`config.mk`:
```
export PLATFORM = sky130hd
export DESIGN_NAME = mrfd_margin_regs
export DESIGN_NICKNAME = d
export VERILOG_FILES = /design/src/rtl/mrfd_pkg.sv /design/src/rtl/mrfd_field_decode.sv /design/src/rtl/mrfd_margin_regs.sv
export SDC_FILE = /design/constraint.sdc
export NUM_CORES = 1
export LEC_CHECK = 0
export BUFFER_PORTS_ARGS = -buffer_cell sky130_fd_sc_hd__buf_2
export CORE_MARGIN = 2
export CORE_UTILIZATION = 49
export CTS_BUF_LIST = sky130_fd_sc_hd__clkbuf_8
export CTS_CLUSTER_SIZE = 40
export DETAILED_ROUTE_END_ITERATION = 16
export PLACE_DENSITY = 0.74
export SYNTH_ARGS = -nofsm -noshare
export SYNTH_HDL_FRONTEND = slang
export SYNTH_HIERARCHICAL = 1
export SYNTH_SLANG_ARGS = --single-unit
```
`constraint.sdc`:
```
create_clock -name clk -period 9.5 [get_ports clk]
set_input_delay 0.95 -clock clk [delete_from_list [all_inputs] [get_ports clk]]
set_output_delay 0.95 -clock clk [all_outputs]
set_load 0.01 [all_outputs]
```
`src/rtl/mrfd_pkg.sv`:
```
// package for the margining register decoder
// assumes millivolt units everywhere for voltage figures
package mrfd_pkg;
   localparam int unsigned REG_W = 8;
   localparam logic [7:0] NB_ADDR = 8'h00;
   localparam logic [7:0] CORE_ADDR = 8'h01;
   localparam logic [7:0] REG_RESET = 8'h00;
   localparam int unsigned OV_SEL_BIT = 7;
   localparam int unsigned PG_SEL_BIT = 6;
   localparam int unsigned OFS_MSB = 5;
   localparam int unsigned OFS_W = 6;
   // millivolt figures
   localparam logic [11:0] OV_FLOOR_MV = 12'h708;
   localparam logic [11:0] OV_ADD_LO_MV = 12'h0FA;
   localparam logic [11:0] OV_ADD_HI_MV = 12'h1F4;
   localparam logic [11:0] PG_UP_LO_MV = 12'h0FA;
   localparam logic [11:0] PG_DN_LO_MV = 12'h12C;
   localparam logic [11:0] PG_UP_HI_MV = 12'h12C;
   localparam logic [11:0] PG_DN_HI_MV = 12'h15E;
   localparam logic [11:0] PG_HYST_MV = 12'h032;
   localparam logic [11:0] OFS_STEP_MV = 12'h019;
endpackage

```
`src/rtl/mrfd_field_decode.sv`:
```
// decodes one margining byte into millivolt settings
// assumes target voltage in mV, unsigned, below 4096
module mrfd_field_decode (
   // stored register and target
   input wire logic [7:0] margin_ctrl_any,
   input wire logic [11:0] nominal_target_voltage,
   // decoded settings
   output logic [11:0] ov_trip_mv,
   output logic [11:0] pg_upper_mv,
   output logic [11:0] pg_lower_mv,
   output logic [11:0] pg_hyst_mv,
   output logic signed [12:0] offset_mv
);
   wire logic ov_hi_sel;
   wire logic pg_wide_sel;
   wire logic signed [5:0] ofs_code;
   wire logic [11:0] ov_sum;
   assign ov_hi_sel = margin_ctrl_any[mrfd_pkg::OV_SEL_BIT];
   assign ov_sum = nominal_target_voltage + (ov_hi_sel ?
      mrfd_pkg::OV_ADD_HI_MV : mrfd_pkg::OV_ADD_LO_MV);
   assign ov_trip_mv = (ov_sum > mrfd_pkg::OV_FLOOR_MV) ? ov_sum :
      mrfd_pkg::OV_FLOOR_MV;
   assign pg_wide_sel = margin_ctrl_any[mrfd_pkg::PG_SEL_BIT];
   assign pg_upper_mv = nominal_target_voltage + (pg_wide_sel ?
      mrfd_pkg::PG_UP_HI_MV : mrfd_pkg::PG_UP_LO_MV);
   // lower bound clamps at zero rather than wrapping
   assign pg_lower_mv = (nominal_target_voltage > (pg_wide_sel ?
      mrfd_pkg::PG_DN_HI_MV : mrfd_pkg::PG_DN_LO_MV)) ?
      nominal_target_voltage - (pg_wide_sel ?
      mrfd_pkg::PG_DN_HI_MV : mrfd_pkg::PG_DN_LO_MV) : 12'h000;
   assign pg_hyst_mv = mrfd_pkg::PG_HYST_MV;
   assign ofs_code = margin_ctrl_any[mrfd_pkg::OFS_MSB:0];
   assign offset_mv = 13'(ofs_code) * $signed(13'(mrfd_pkg::OFS_STEP_MV));
endmodule

```
`src/rtl/mrfd_margin_regs.sv`:
```
// two margining registers with byte port and per-output decode
// assumes the serial slave presents address/data with one-cycle strobes
// Behaviour
// - both registers share one layout, decoded by one module
// - bit 7 picks overvoltage trip: max(1.8V, target+250 or +500mV)
// - bit 6 picks power-good window +250/-300 or +300/-350 mV
// - every power-good trip point has 50 mV hysteresis
// - bits 5:0 offset the output from its own nominal target
// - offset is two's complement, 25 mV step, -800 to +775 mV
// - address 00 is northbridge register, 01 is core register
// - both registers clear to zero at power-on reset
module mrfd_margin_regs (
   // clock and reset
   input wire logic clk,
   input wire logic rst_n,
   // register port from serial slave
   input wire logic wr_en,
   input wire logic rd_en,
   input wire logic [7:0] reg_addr,
   input wire logic [7:0] wr_data,
   output logic [7:0] rd_data,
   output logic addr_ok,
   // nominal targets per output
   input wire logic [11:0] nb_target_mv,
   input wire logic [11:0] core_target_mv,
   // northbridge settings
   output logic [11:0] nb_ov_trip_mv,
   output logic [11:0] nb_pg_upper_mv,
   output logic [11:0] nb_pg_lower_mv,
   output logic [11:0] nb_pg_hyst_mv,
   output logic signed [12:0] nb_offset_mv,
   // core settings
   output logic [11:0] core_ov_trip_mv,
   output logic [11:0] core_pg_upper_mv,
   output logic [11:0] core_pg_lower_mv,
   output logic [11:0] core_pg_hyst_mv,
   output logic signed [12:0] core_offset_mv
);
   logic [7:0] northbridge_margin_ctrl;
   logic [7:0] core_margin_ctrl;
   wire logic sel_nb;
   wire logic sel_core;
   wire logic [7:0] next_rd_data;
   wire logic [11:0] d_nb_ov, d_nb_up, d_nb_lo, d_nb_hy;
   wire logic [11:0] d_co_ov, d_co_up, d_co_lo, d_co_hy;
   wire logic signed [12:0] d_nb_of, d_co_of;

   assign sel_nb = reg_addr == mrfd_pkg::NB_ADDR;
   assign sel_core = reg_addr == mrfd_pkg::CORE_ADDR;
   assign next_rd_data = sel_nb ? northbridge_margin_ctrl :
      (sel_core ? core_margin_ctrl : 8'h00);

   always_ff @(posedge clk or negedge rst_n) begin
      if (!rst_n) begin
         northbridge_margin_ctrl <= mrfd_pkg::REG_RESET;
         core_margin_ctrl <= mrfd_pkg::REG_RESET;
      end else if (wr_en) begin
         if (sel_nb) northbridge_margin_ctrl <= wr_data;
         if (sel_core) core_margin_ctrl <= wr_data;
      end
   end

   // read data holds until the next read; unmapped reads give zero
   always_ff @(posedge clk or negedge rst_n) begin
      if (!rst_n) begin
         rd_data <= 8'h00;
         addr_ok <= 1'b0;
      end else begin
         if (rd_en) rd_data <= next_rd_data;
         addr_ok <= sel_nb | sel_core;
      end
   end

   mrfd_field_decode u_nb (
      .margin_ctrl_any(northbridge_margin_ctrl),
      .nominal_target_voltage(nb_target_mv),
      .ov_trip_mv(d_nb_ov),
      .pg_upper_mv(d_nb_up),
      .pg_lower_mv(d_nb_lo),
      .pg_hyst_mv(d_nb_hy),
      .offset_mv(d_nb_of)
   );
   mrfd_field_decode u_core (
      .margin_ctrl_any(core_margin_ctrl),
      .nominal_target_voltage(core_target_mv),
      .ov_trip_mv(d_co_ov),
      .pg_upper_mv(d_co_up),
      .pg_lower_mv(d_co_lo),
      .pg_hyst_mv(d_co_hy),
      .offset_mv(d_co_of)
   );

   // settings retimed every cycle, no hold-off
   // each offset tied to its own output target
   always_ff @(posedge clk or negedge rst_n) begin
      if (!rst_n) begin
         nb_ov_trip_mv <= 12'h000;
         nb_pg_upper_mv <= 12'h000;
         nb_pg_lower_mv <= 12'h000;
         nb_pg_hyst_mv <= 12'h000;
         nb_offset_mv <= 13'sh0;
         core_ov_trip_mv <= 12'h000;
         core_pg_upper_mv <= 12'h000;
         core_pg_lower_mv <= 12'h000;
         core_pg_hyst_mv <= 12'h000;
         core_offset_mv <= 13'sh0;
      end else begin
         nb_ov_trip_mv <= d_nb_ov;
         nb_pg_upper_mv <= d_nb_up;
         nb_pg_lower_mv <= d_nb_lo;
         nb_pg_hyst_mv <= d_nb_hy;
         nb_offset_mv <= d_nb_of;
         core_ov_trip_mv <= d_co_ov;
         core_pg_upper_mv <= d_co_up;
         core_pg_lower_mv <= d_co_lo;
         core_pg_hyst_mv <= d_co_hy;
         core_offset_mv <= d_co_of;
      end
   end
endmodule

```
==> metrics.md, run 1 <==
| Metric | Value |
|---|---|
| Clk_lat worst skew | `440 ps` |
| Status | `complete, no violations` |
| Clk sinks | `147` |
| LEAKAGE | `0.00463 µW` |
| Fmax | `308 MHz` |
| Clock skew | `12.1 ps` |
| Largest net degree at the start of global routing | `81` |
| Ys flop type | `dfrtp_1` |
| Antenna violations before repair | `0` |
| Pins Over Slew Limit | `0` |
| Worst EP arrival | `3600 ps` |
| Max-cap violation count | `0` |
| CTS Hold Bufs | `0` |
| Wire per inst | `14.5 µm` |
| Post-route setup slack | `6250 ps` |
| Critical path capture point type | `flop` |
| Rel. slew slack | `0.429` |
| Area grow syn2layout | `17.2%` |
| Tightest Hold Check Type | `flop to flop` |
| Register bit count reported by yosys | `147` |
| DR iter-0 viols | `248` |
| Register area share after synthesis | `0.480` |
| Total GRT Usage | `0.192` |
| Drt via density | `4.87` |
| Synth area leaders | `dfrtp_1, ha_1, xnor2_1, mux2_2, buf_4` |
| Post-synth EDFFs | `0` |
| CTS H-Tree Depth | `4` |
| Total power | `1480 µW` |
| Drt total wl | `15300 µm` |
| Residual DRC count | `0` |
| Crit path time final | `3250 ps` |
| CTS max path bufs | `2` |
| Commonest non-fill, non-tap cell in the layout | `buf_2` |
| # rows | `45` |
| Area leader, netlist | `dfrtp_1` |
| Synth cell types | `68` |
| Placed wire-length estimate | `11400 µm` |
| Port bufs | `174` |
| Largest stage delay on the critical path | `570 ps` |
| Crit path kind | `flop to flop` |
| First-pass GRT wire length | `24700 µm` |
| Synth async-reset ratio | `1.00` |
| Number of buffer and inverter stages on the critical path | `2` |
| Vias in the first global route | `5022` |
| Power Dens Cells | `165 nW/µm²` |
| Worst setup SP type | `flop` |
| Worst Max-Slew Pin Slew | `856 ps` |
| CP Cell Sequence | `inv_1, fa_1, inv_1, ha_1, ha_1, fa_1, a21o_1, a21oi_1, o21bai_1, a21oi_1, xnor2_1` |
| DRT antenna net count | `0` |
| CP Max Fanout | `8` |
| Worst path top cell family by delay | `adder cells` |
| Pre-antenna DRT Iters | `4` |
| CTS tree | `built` |
| GRT overflow | `0` |
| GPL Wtd Cong | `0.896` |
| Syn Area/Cell | `11.4 µm²` |
| Yosys warns | `6` |
| Share of cells above drive strength 1 | `0.297` |
| Post-CTS sizing | `0` |
| Setup violators final | `0` |
| I/O pin cnt | `175` |
| Vias | `5143` |
| Die Width | `129 µm` |
| Die Area | `16700 µm²` |
| Initial Util | `0.503` |
| Root Buffer | `clkbuf_8` |
| IR drop worst, VDD | `89.3 µV` |
| RSZ-0062 raised after global routing | `no` |
| Mapped Cells | `671` |
| Mapped Area | `7670 µm²` |
| Crit path required time | `9850 ps` |
| Slowest-stage cell, CP | `fa_1` |
| TritonCTS Buffers | `17` |
| Clock-pin slew of the registers on the worst-case setup and hold paths | `80 ps` |
| Post-Route Setup TNS | `0 ps` |
| # fillers | `1281` |
| Period utilisation layout | `0.342` |
| Core outline area | `15300 µm²` |
| Most frequent cells in the layout | `buf_2, dfrtp_1, inv_1, ha_1, xnor2_1` |
| NumNets Final | `953` |
| Post-CTS Setup Bufs | `0` |
| Top cell type's share of synthesized area | `0.480` |
| Placement-stage worst setup slack | `6050 ps` |
| Hold Vio Cnt, Final | `0` |
| Die height | `129 µm` |
## per-layer routing
layer	vias up	wire length [µm]	track usage
li1	2516	-	-
met1	2449	6720	0.248
met2	159	7380	0.313
met3	19	992	0.0611
met4	0	225	0.0537
met5	-	0	0
## area by class of cell
type,instances,area (µm²),area share
clock buffers,18,248,0.0276
flip-flops and latches,147,3680,0.410
clock inverters,13,184,0.0205
repair buffers,175,885,0.0985
inverters,65,244,0.0272
multi-input cells,425,3480,0.387
well taps,211,264,0.0294
diodes,1,2.50,0.000279
## cell usage after synthesis (all sizes together) (6+ instances only)
library cell and count:
dfrtp 147, ha 66, inv 65, xnor2 47
nor2 40, buf 38, nand2 26, mux2 25
a21oi 23, clkbuf 16, nor2b 15, xor2 14
fa 12, nand2b 10, nand3 10, nor3 10
a211oi 9, o22ai 8, a21o 7, o21ai 7
mux2i 6, o21bai 6
## flip-flops by register name (all words and copies together), names as in the netlist
name                     flops
core_offset_mv              13
nb_offset_mv                13
core_ov_trip_mv             12
core_pg_hyst_mv             12
core_pg_lower_mv            12
core_pg_upper_mv            12
nb_ov_trip_mv               12
nb_pg_hyst_mv               12
nb_pg_lower_mv              12
nb_pg_upper_mv              12
core_margin_ctrl             8
northbridge_margin_ctrl      8
rd_data                      8
addr_ok                      1
## cell families after synthesis
logic type / Yosys count / synth area share
DFF: 147 / 0.480
and+or+nand+nor: 138 / 0.0969
buffers and inverters: 119 / 0.0765
AOI/OAI and AO/OA: 93 / 0.0891
adders and majority gates: 78 / 0.139
xor gates and xnor gates: 61 / 0.0721
muxes: 31 / 0.0445
other: 4 / 0.00196
## through the flow
step                hold WS (ps)  area (µm²)   util  instances
floorplan                    512        7740      -        691
global placement             449        8550  0.560       1023
detailed placement           452        8550  0.560       1023
CTS                          473        8980  0.589       1054
global route                 501        8980  0.589       1054
finish                       472        8980  0.589       1055
## path summary, 6_finish.rpt
kind / startpoint / to / slack [ps] / cells past startpoint
worst max register to register: core_margin_ctrl[5] / core_offset_mv[11] / 6250 / 11
worst max-delay path: core_margin_ctrl[5] / core_offset_mv[11] / 6250 / 11
worst min-delay path: northbridge_margin_ctrl[2] / nb_offset_mv[2] / 470 / 0
min in group asynchronous: rst_n / core_offset_mv[9] / 540 / 1
worst min register to register: northbridge_margin_ctrl[2] / nb_offset_mv[2] / 470 / 0
max in group asynchronous: rst_n / nb_pg_lower_mv[5] / 7640 / 2
## where the power goes
part	switching, µW	internal [µW]	total, µW
registers	18.3	674	693
clock network	233	293	526
logic	155	108	262
total	406	1070	1480
Power figures use the tool's default switching activity.
==> run 2, diff against run 1 <==
- ABC_AREA: default -> 1
- PLACE_DENSITY: 0.74 -> 0.76
- clock period: 9.5 -> 2.84 ns (I/O delays scaled with it)
==> run 2 against run 1 <==
Compared with the run above:
- clock-buffer cell count rose by 1
- worst hold slack got worse by 390 ps
- clock power rose to 3.3 times the previous value
- fmax rose by 17%
- worst setup slack got worse by 6200 ps
- register-to-register slack got worse by 6200 ps
- critical path type unchanged
==> metrics.md, run 2 <==
| Metric | Value |
|---|---|
| Status | `complete, no violations` |
| DRT antenna net count | `0 (unchanged)` |
| Clock-pin slew of the registers on the worst-case setup and hold paths | `90 ps (about the same)` |
| Vias in the first global route | `6200 (+23%)` |
| Clk_lat worst skew | `440 ps (about the same)` |
| Antenna violations before repair | `0 (unchanged)` |
| WHS Endpoint | `core_margin_ctrl[0]` |
| Total power | `5030 µW (+240%)` |
| Total GRT Usage | `0.209 (+0.0174)` |
| Largest family of logic cells by synthesized area | `simple AND/OR/NAND/NOR gates` |
| Worst EP arrival | `3130 ps (-470 ps)` |
| Largest net degree at the start of global routing | `67 (-17%)` |
| LEAKAGE | `0.00547 µW (+18%)` |
| Initial Util | `0.495 (-0.00757)` |
| RSZ-0062 raised after global routing | `yes` |
| Worst setup SP type | `flop` |
| Synth cell types | `39 (-43%)` |
| Worst Max-Slew Pin Slew | `589 ps (-267 ps)` |
| Worst hold stages | `3 (+3)` |
| TritonCTS Buffers | `17 (unchanged)` |
| # fillers | `1437 (+12%)` |
| Mapped Area | `8120 µm² (+5.9%)` |
| Worst Min Path Start | `wr_data[0]` |
| Layout Utilization | `0.595 (+0.00622)` |
| Mux cell area share after synthesis | `0 (-0.0445)` |
| Placed inst area | `9120 µm² (+6.7%)` |
| Pre-antenna DRT Iters | `8 (+4)` |
| Residual DRC count | `0 (unchanged)` |
| Clock skew | `8.78 ps (-3.30 ps)` |
| Core outline area | `16400 µm² (+7.5%)` |
| Synth top cells by count | `nand2_1, dfrtp_1, inv_1, nor2_1, ha_1` |
| Root Buffer | `clkbuf_8` |
| Crit path required time | `3210 ps (-6640 ps)` |
| Top cell type's share of synthesized area | `0.453 (-0.0268)` |
| Max-cap violation count | `0 (unchanged)` |
| Area grow syn2layout | `20.2%` |
| Period utilisation layout | `0.973 (+0.632)` |
| Drt total wl | `18100 µm (+18%)` |
| NumNets Final | `1211 (+27%)` |
| # diodes | `0 (-1)` |
| Die Width | `133 µm (+2.8%)` |
| Most frequent cell after synthesis | `nand2_1` |
| Ys flop type | `dfrtp_1` |
| Setup violators final | `0 (unchanged)` |
| Post-Route Setup TNS | `0 ps (unchanged)` |
| Synth async-reset ratio | `1.00 (unchanged)` |
| Worst R2R Path Depth | `12 (+1)` |
| DR iter-0 viols | `309 (+25%)` |
| Critical path capture point type | `flop` |
| Post-route cell area | `9760 µm² (+8.7%)` |
| Wire per inst | `13.7 µm (-5.9%)` |
| Die Area | `17600 µm² (+5.7%)` |
| Power Dens Cells | `515 nW/µm² (+210%)` |
| CTS H-Tree Depth | `4 (unchanged)` |
| Share of cells above drive strength 1 | `0.271 (-0.0252)` |
| Post-Synth Simple-Gate Area | `0.217 (+0.120)` |
| Post-Synth XOR/XNOR Area | `0.0485 (-0.0236)` |
| Largest regs | `core_offset_mv (13), nb_offset_mv (13)` |
| GRT overflow | `0 (unchanged)` |
| GPL Wtd Cong | `0.873 (-2.6%)` |
| Mapped Cells | `898 (+34%)` |
| Vias | `6313 (+23%)` |
| Post-synth EDFFs | `0 (unchanged)` |
| Register bit count reported by yosys | `147 (unchanged)` |
| Reg2reg end | `core_offset_mv[10]` |
| Post-synthesis adder-cell area fraction | `0.131 (-0.00776)` |
| Placed cells | `1279 (+25%)` |
| Crit path kind | `flop to flop` |
| Crit path time final | `2760 ps (-483 ps)` |
| CTS tree | `built` |
| Worst r2r src | `core_margin_ctrl[3]` |
| First-pass GRT wire length | `29200 µm (+18%)` |
| Synth area leaders | `dfrtp_1, ha_1, nand2_1, inv_1, xor2_1` |
| CP Max Fanout | `6 (-2)` |
| Tightest Hold Check Type | `primary input to flop` |
| Finished Layout Cells | `1322 (+25%)` |
| Pins Over Slew Limit | `0 (unchanged)` |
| Area leader, netlist | `dfrtp_1` |
| Yosys warns | `6 (unchanged)` |
| CTS max path bufs | `2 (unchanged)` |
| Post-synthesis compound-gate area fraction | `0.0502 (-0.0389)` |
| Drt via density | `4.78 (-2.0%)` |
| I/O pin cnt | `175 (unchanged)` |
| Port bufs | `174 (unchanged)` |
| Fmax | `362 MHz (+17%)` |
| Rel. slew slack | `0.608 (+0.178)` |
| IR drop worst, VDD | `254 µV (+180%)` |
| Die height | `133 µm (+2.8%)` |
| Hold Vio Cnt, Final | `0 (unchanged)` |
| Commonest non-fill, non-tap cell in the layout | `nand2_1` |
| Most frequent cells in the layout | `nand2_1, buf_2, dfrtp_1, inv_1, nor2_1` |
| Clk sinks | `147 (unchanged)` |
| Placed wire-length estimate | `13600 µm (+19%)` |
| Syn Area/Cell | `9.04 µm² (-21%)` |
| Flop-to-flop setup slack | `80 ps (-6180 ps)` |
| # rows | `47 (+4.4%)` |
| Register area share after synthesis | `0.453 (-0.0268)` |
## run 2: cell count changes in the layout (fill, tap and decap cells not counted), sizes merged, moves of 25 or more
cell / previous run / this run
nand2: 26 / 225
xor2: 14 / 40
nand3: 10 / 53
nor2: 40 / 85
mux2: 25 / 0
inv: 70 / 124
xnor2: 47 / 5
## run 2: worst max-delay path by stage
stage,start,to,slack (ps),cells after the start
global placement,core_margin_ctrl[2],core_offset_mv[11],70,13
floorplan,northbridge_margin_ctrl[1],nb_offset_mv[12],10,14
global route,core_margin_ctrl[2],core_offset_mv[11],-50,13
detailed placement,core_margin_ctrl[2],core_offset_mv[11],4,13
CTS,northbridge_margin_ctrl[2],nb_offset_mv[12],1,13
finish,core_margin_ctrl[3],core_offset_mv[10],80,12
## run 2: final cells by class
| class | instances | area (µm²) | area share |
|---|---|---|---|
| Inverter | 117 | 444 | 0.0455 |
| Sequential cell | 147 | 3680 | 0.377 |
| Multi-Input combinational cell | 608 | 3850 | 0.394 |
| Clock buffer | 19 | 262 | 0.0268 |
| Clock inverter | 13 | 171 | 0.0176 |
| Tap cell | 220 | 275 | 0.0282 |
| Timing Repair Buffer | 198 | 1080 | 0.110 |
## run 2: layer usage
metal | GRT usage | routed length [µm] | vias to the layer above | share of wire
li1 | - | - | 3155 | -
met1 | 0.266 | 7840 | 2926 | 0.43
met2 | 0.353 | 8920 | 202 | 0.49
met3 | 0.0471 | 990 | 30 | 0.055
met4 | 0.0741 | 319 | 0 | 0.018
met5 | 0 | 0 | - | 0
## run 2: where the power goes
group	leakage [µW]	switching [µW]	internal, µW
combinational	0.00341	600	362
sequential	0.00183	56.6	2250
clock	0.000225	817	935
## run 2: critical path, stage by stage (launching register included)
cell and delay (ps):
dfrtp_2 460, ha_1 300, inv_1 50, fa_1 490
inv_1 40, ha_1 340, ha_4 280, a21oi_2 140
nand2_1 100, a21oi_2 130, nor2_1 50, nor2_1 130
xor2_1 180
## run 2: logic make-up (layout without fill, tap and decap cells)
family          Yosys count  count (layout)
simple gates            388             388
buf+inv                 163             347
flops                   147             147
fa+ha+maj                78              78
compound gates           73              73
xor+xnor                 45              45
other cells               4              24
## run 2: stage by stage
stage	setup WS [ps]	hold slack, ps
CTS	1.24	45.8
global route	-51.3	52.7
floorplan	13.8	-11.6
global placement	65.5	307
finish	75.6	84.1
detailed placement	4.32	310
## run 2: repair_timing
| item | CTS | global route |
|---|---|---|
| cloned | 0 | 0 |
| resized for setup | 6 | 15 |
| pin swaps | 14 | 14 |
| hold endpoints to repair | 66 | 0 |
| setup endpoints to repair | 4 | 6 |
| setup buffers | 5 | 3 |
| hold buffers | 3 | 0 |
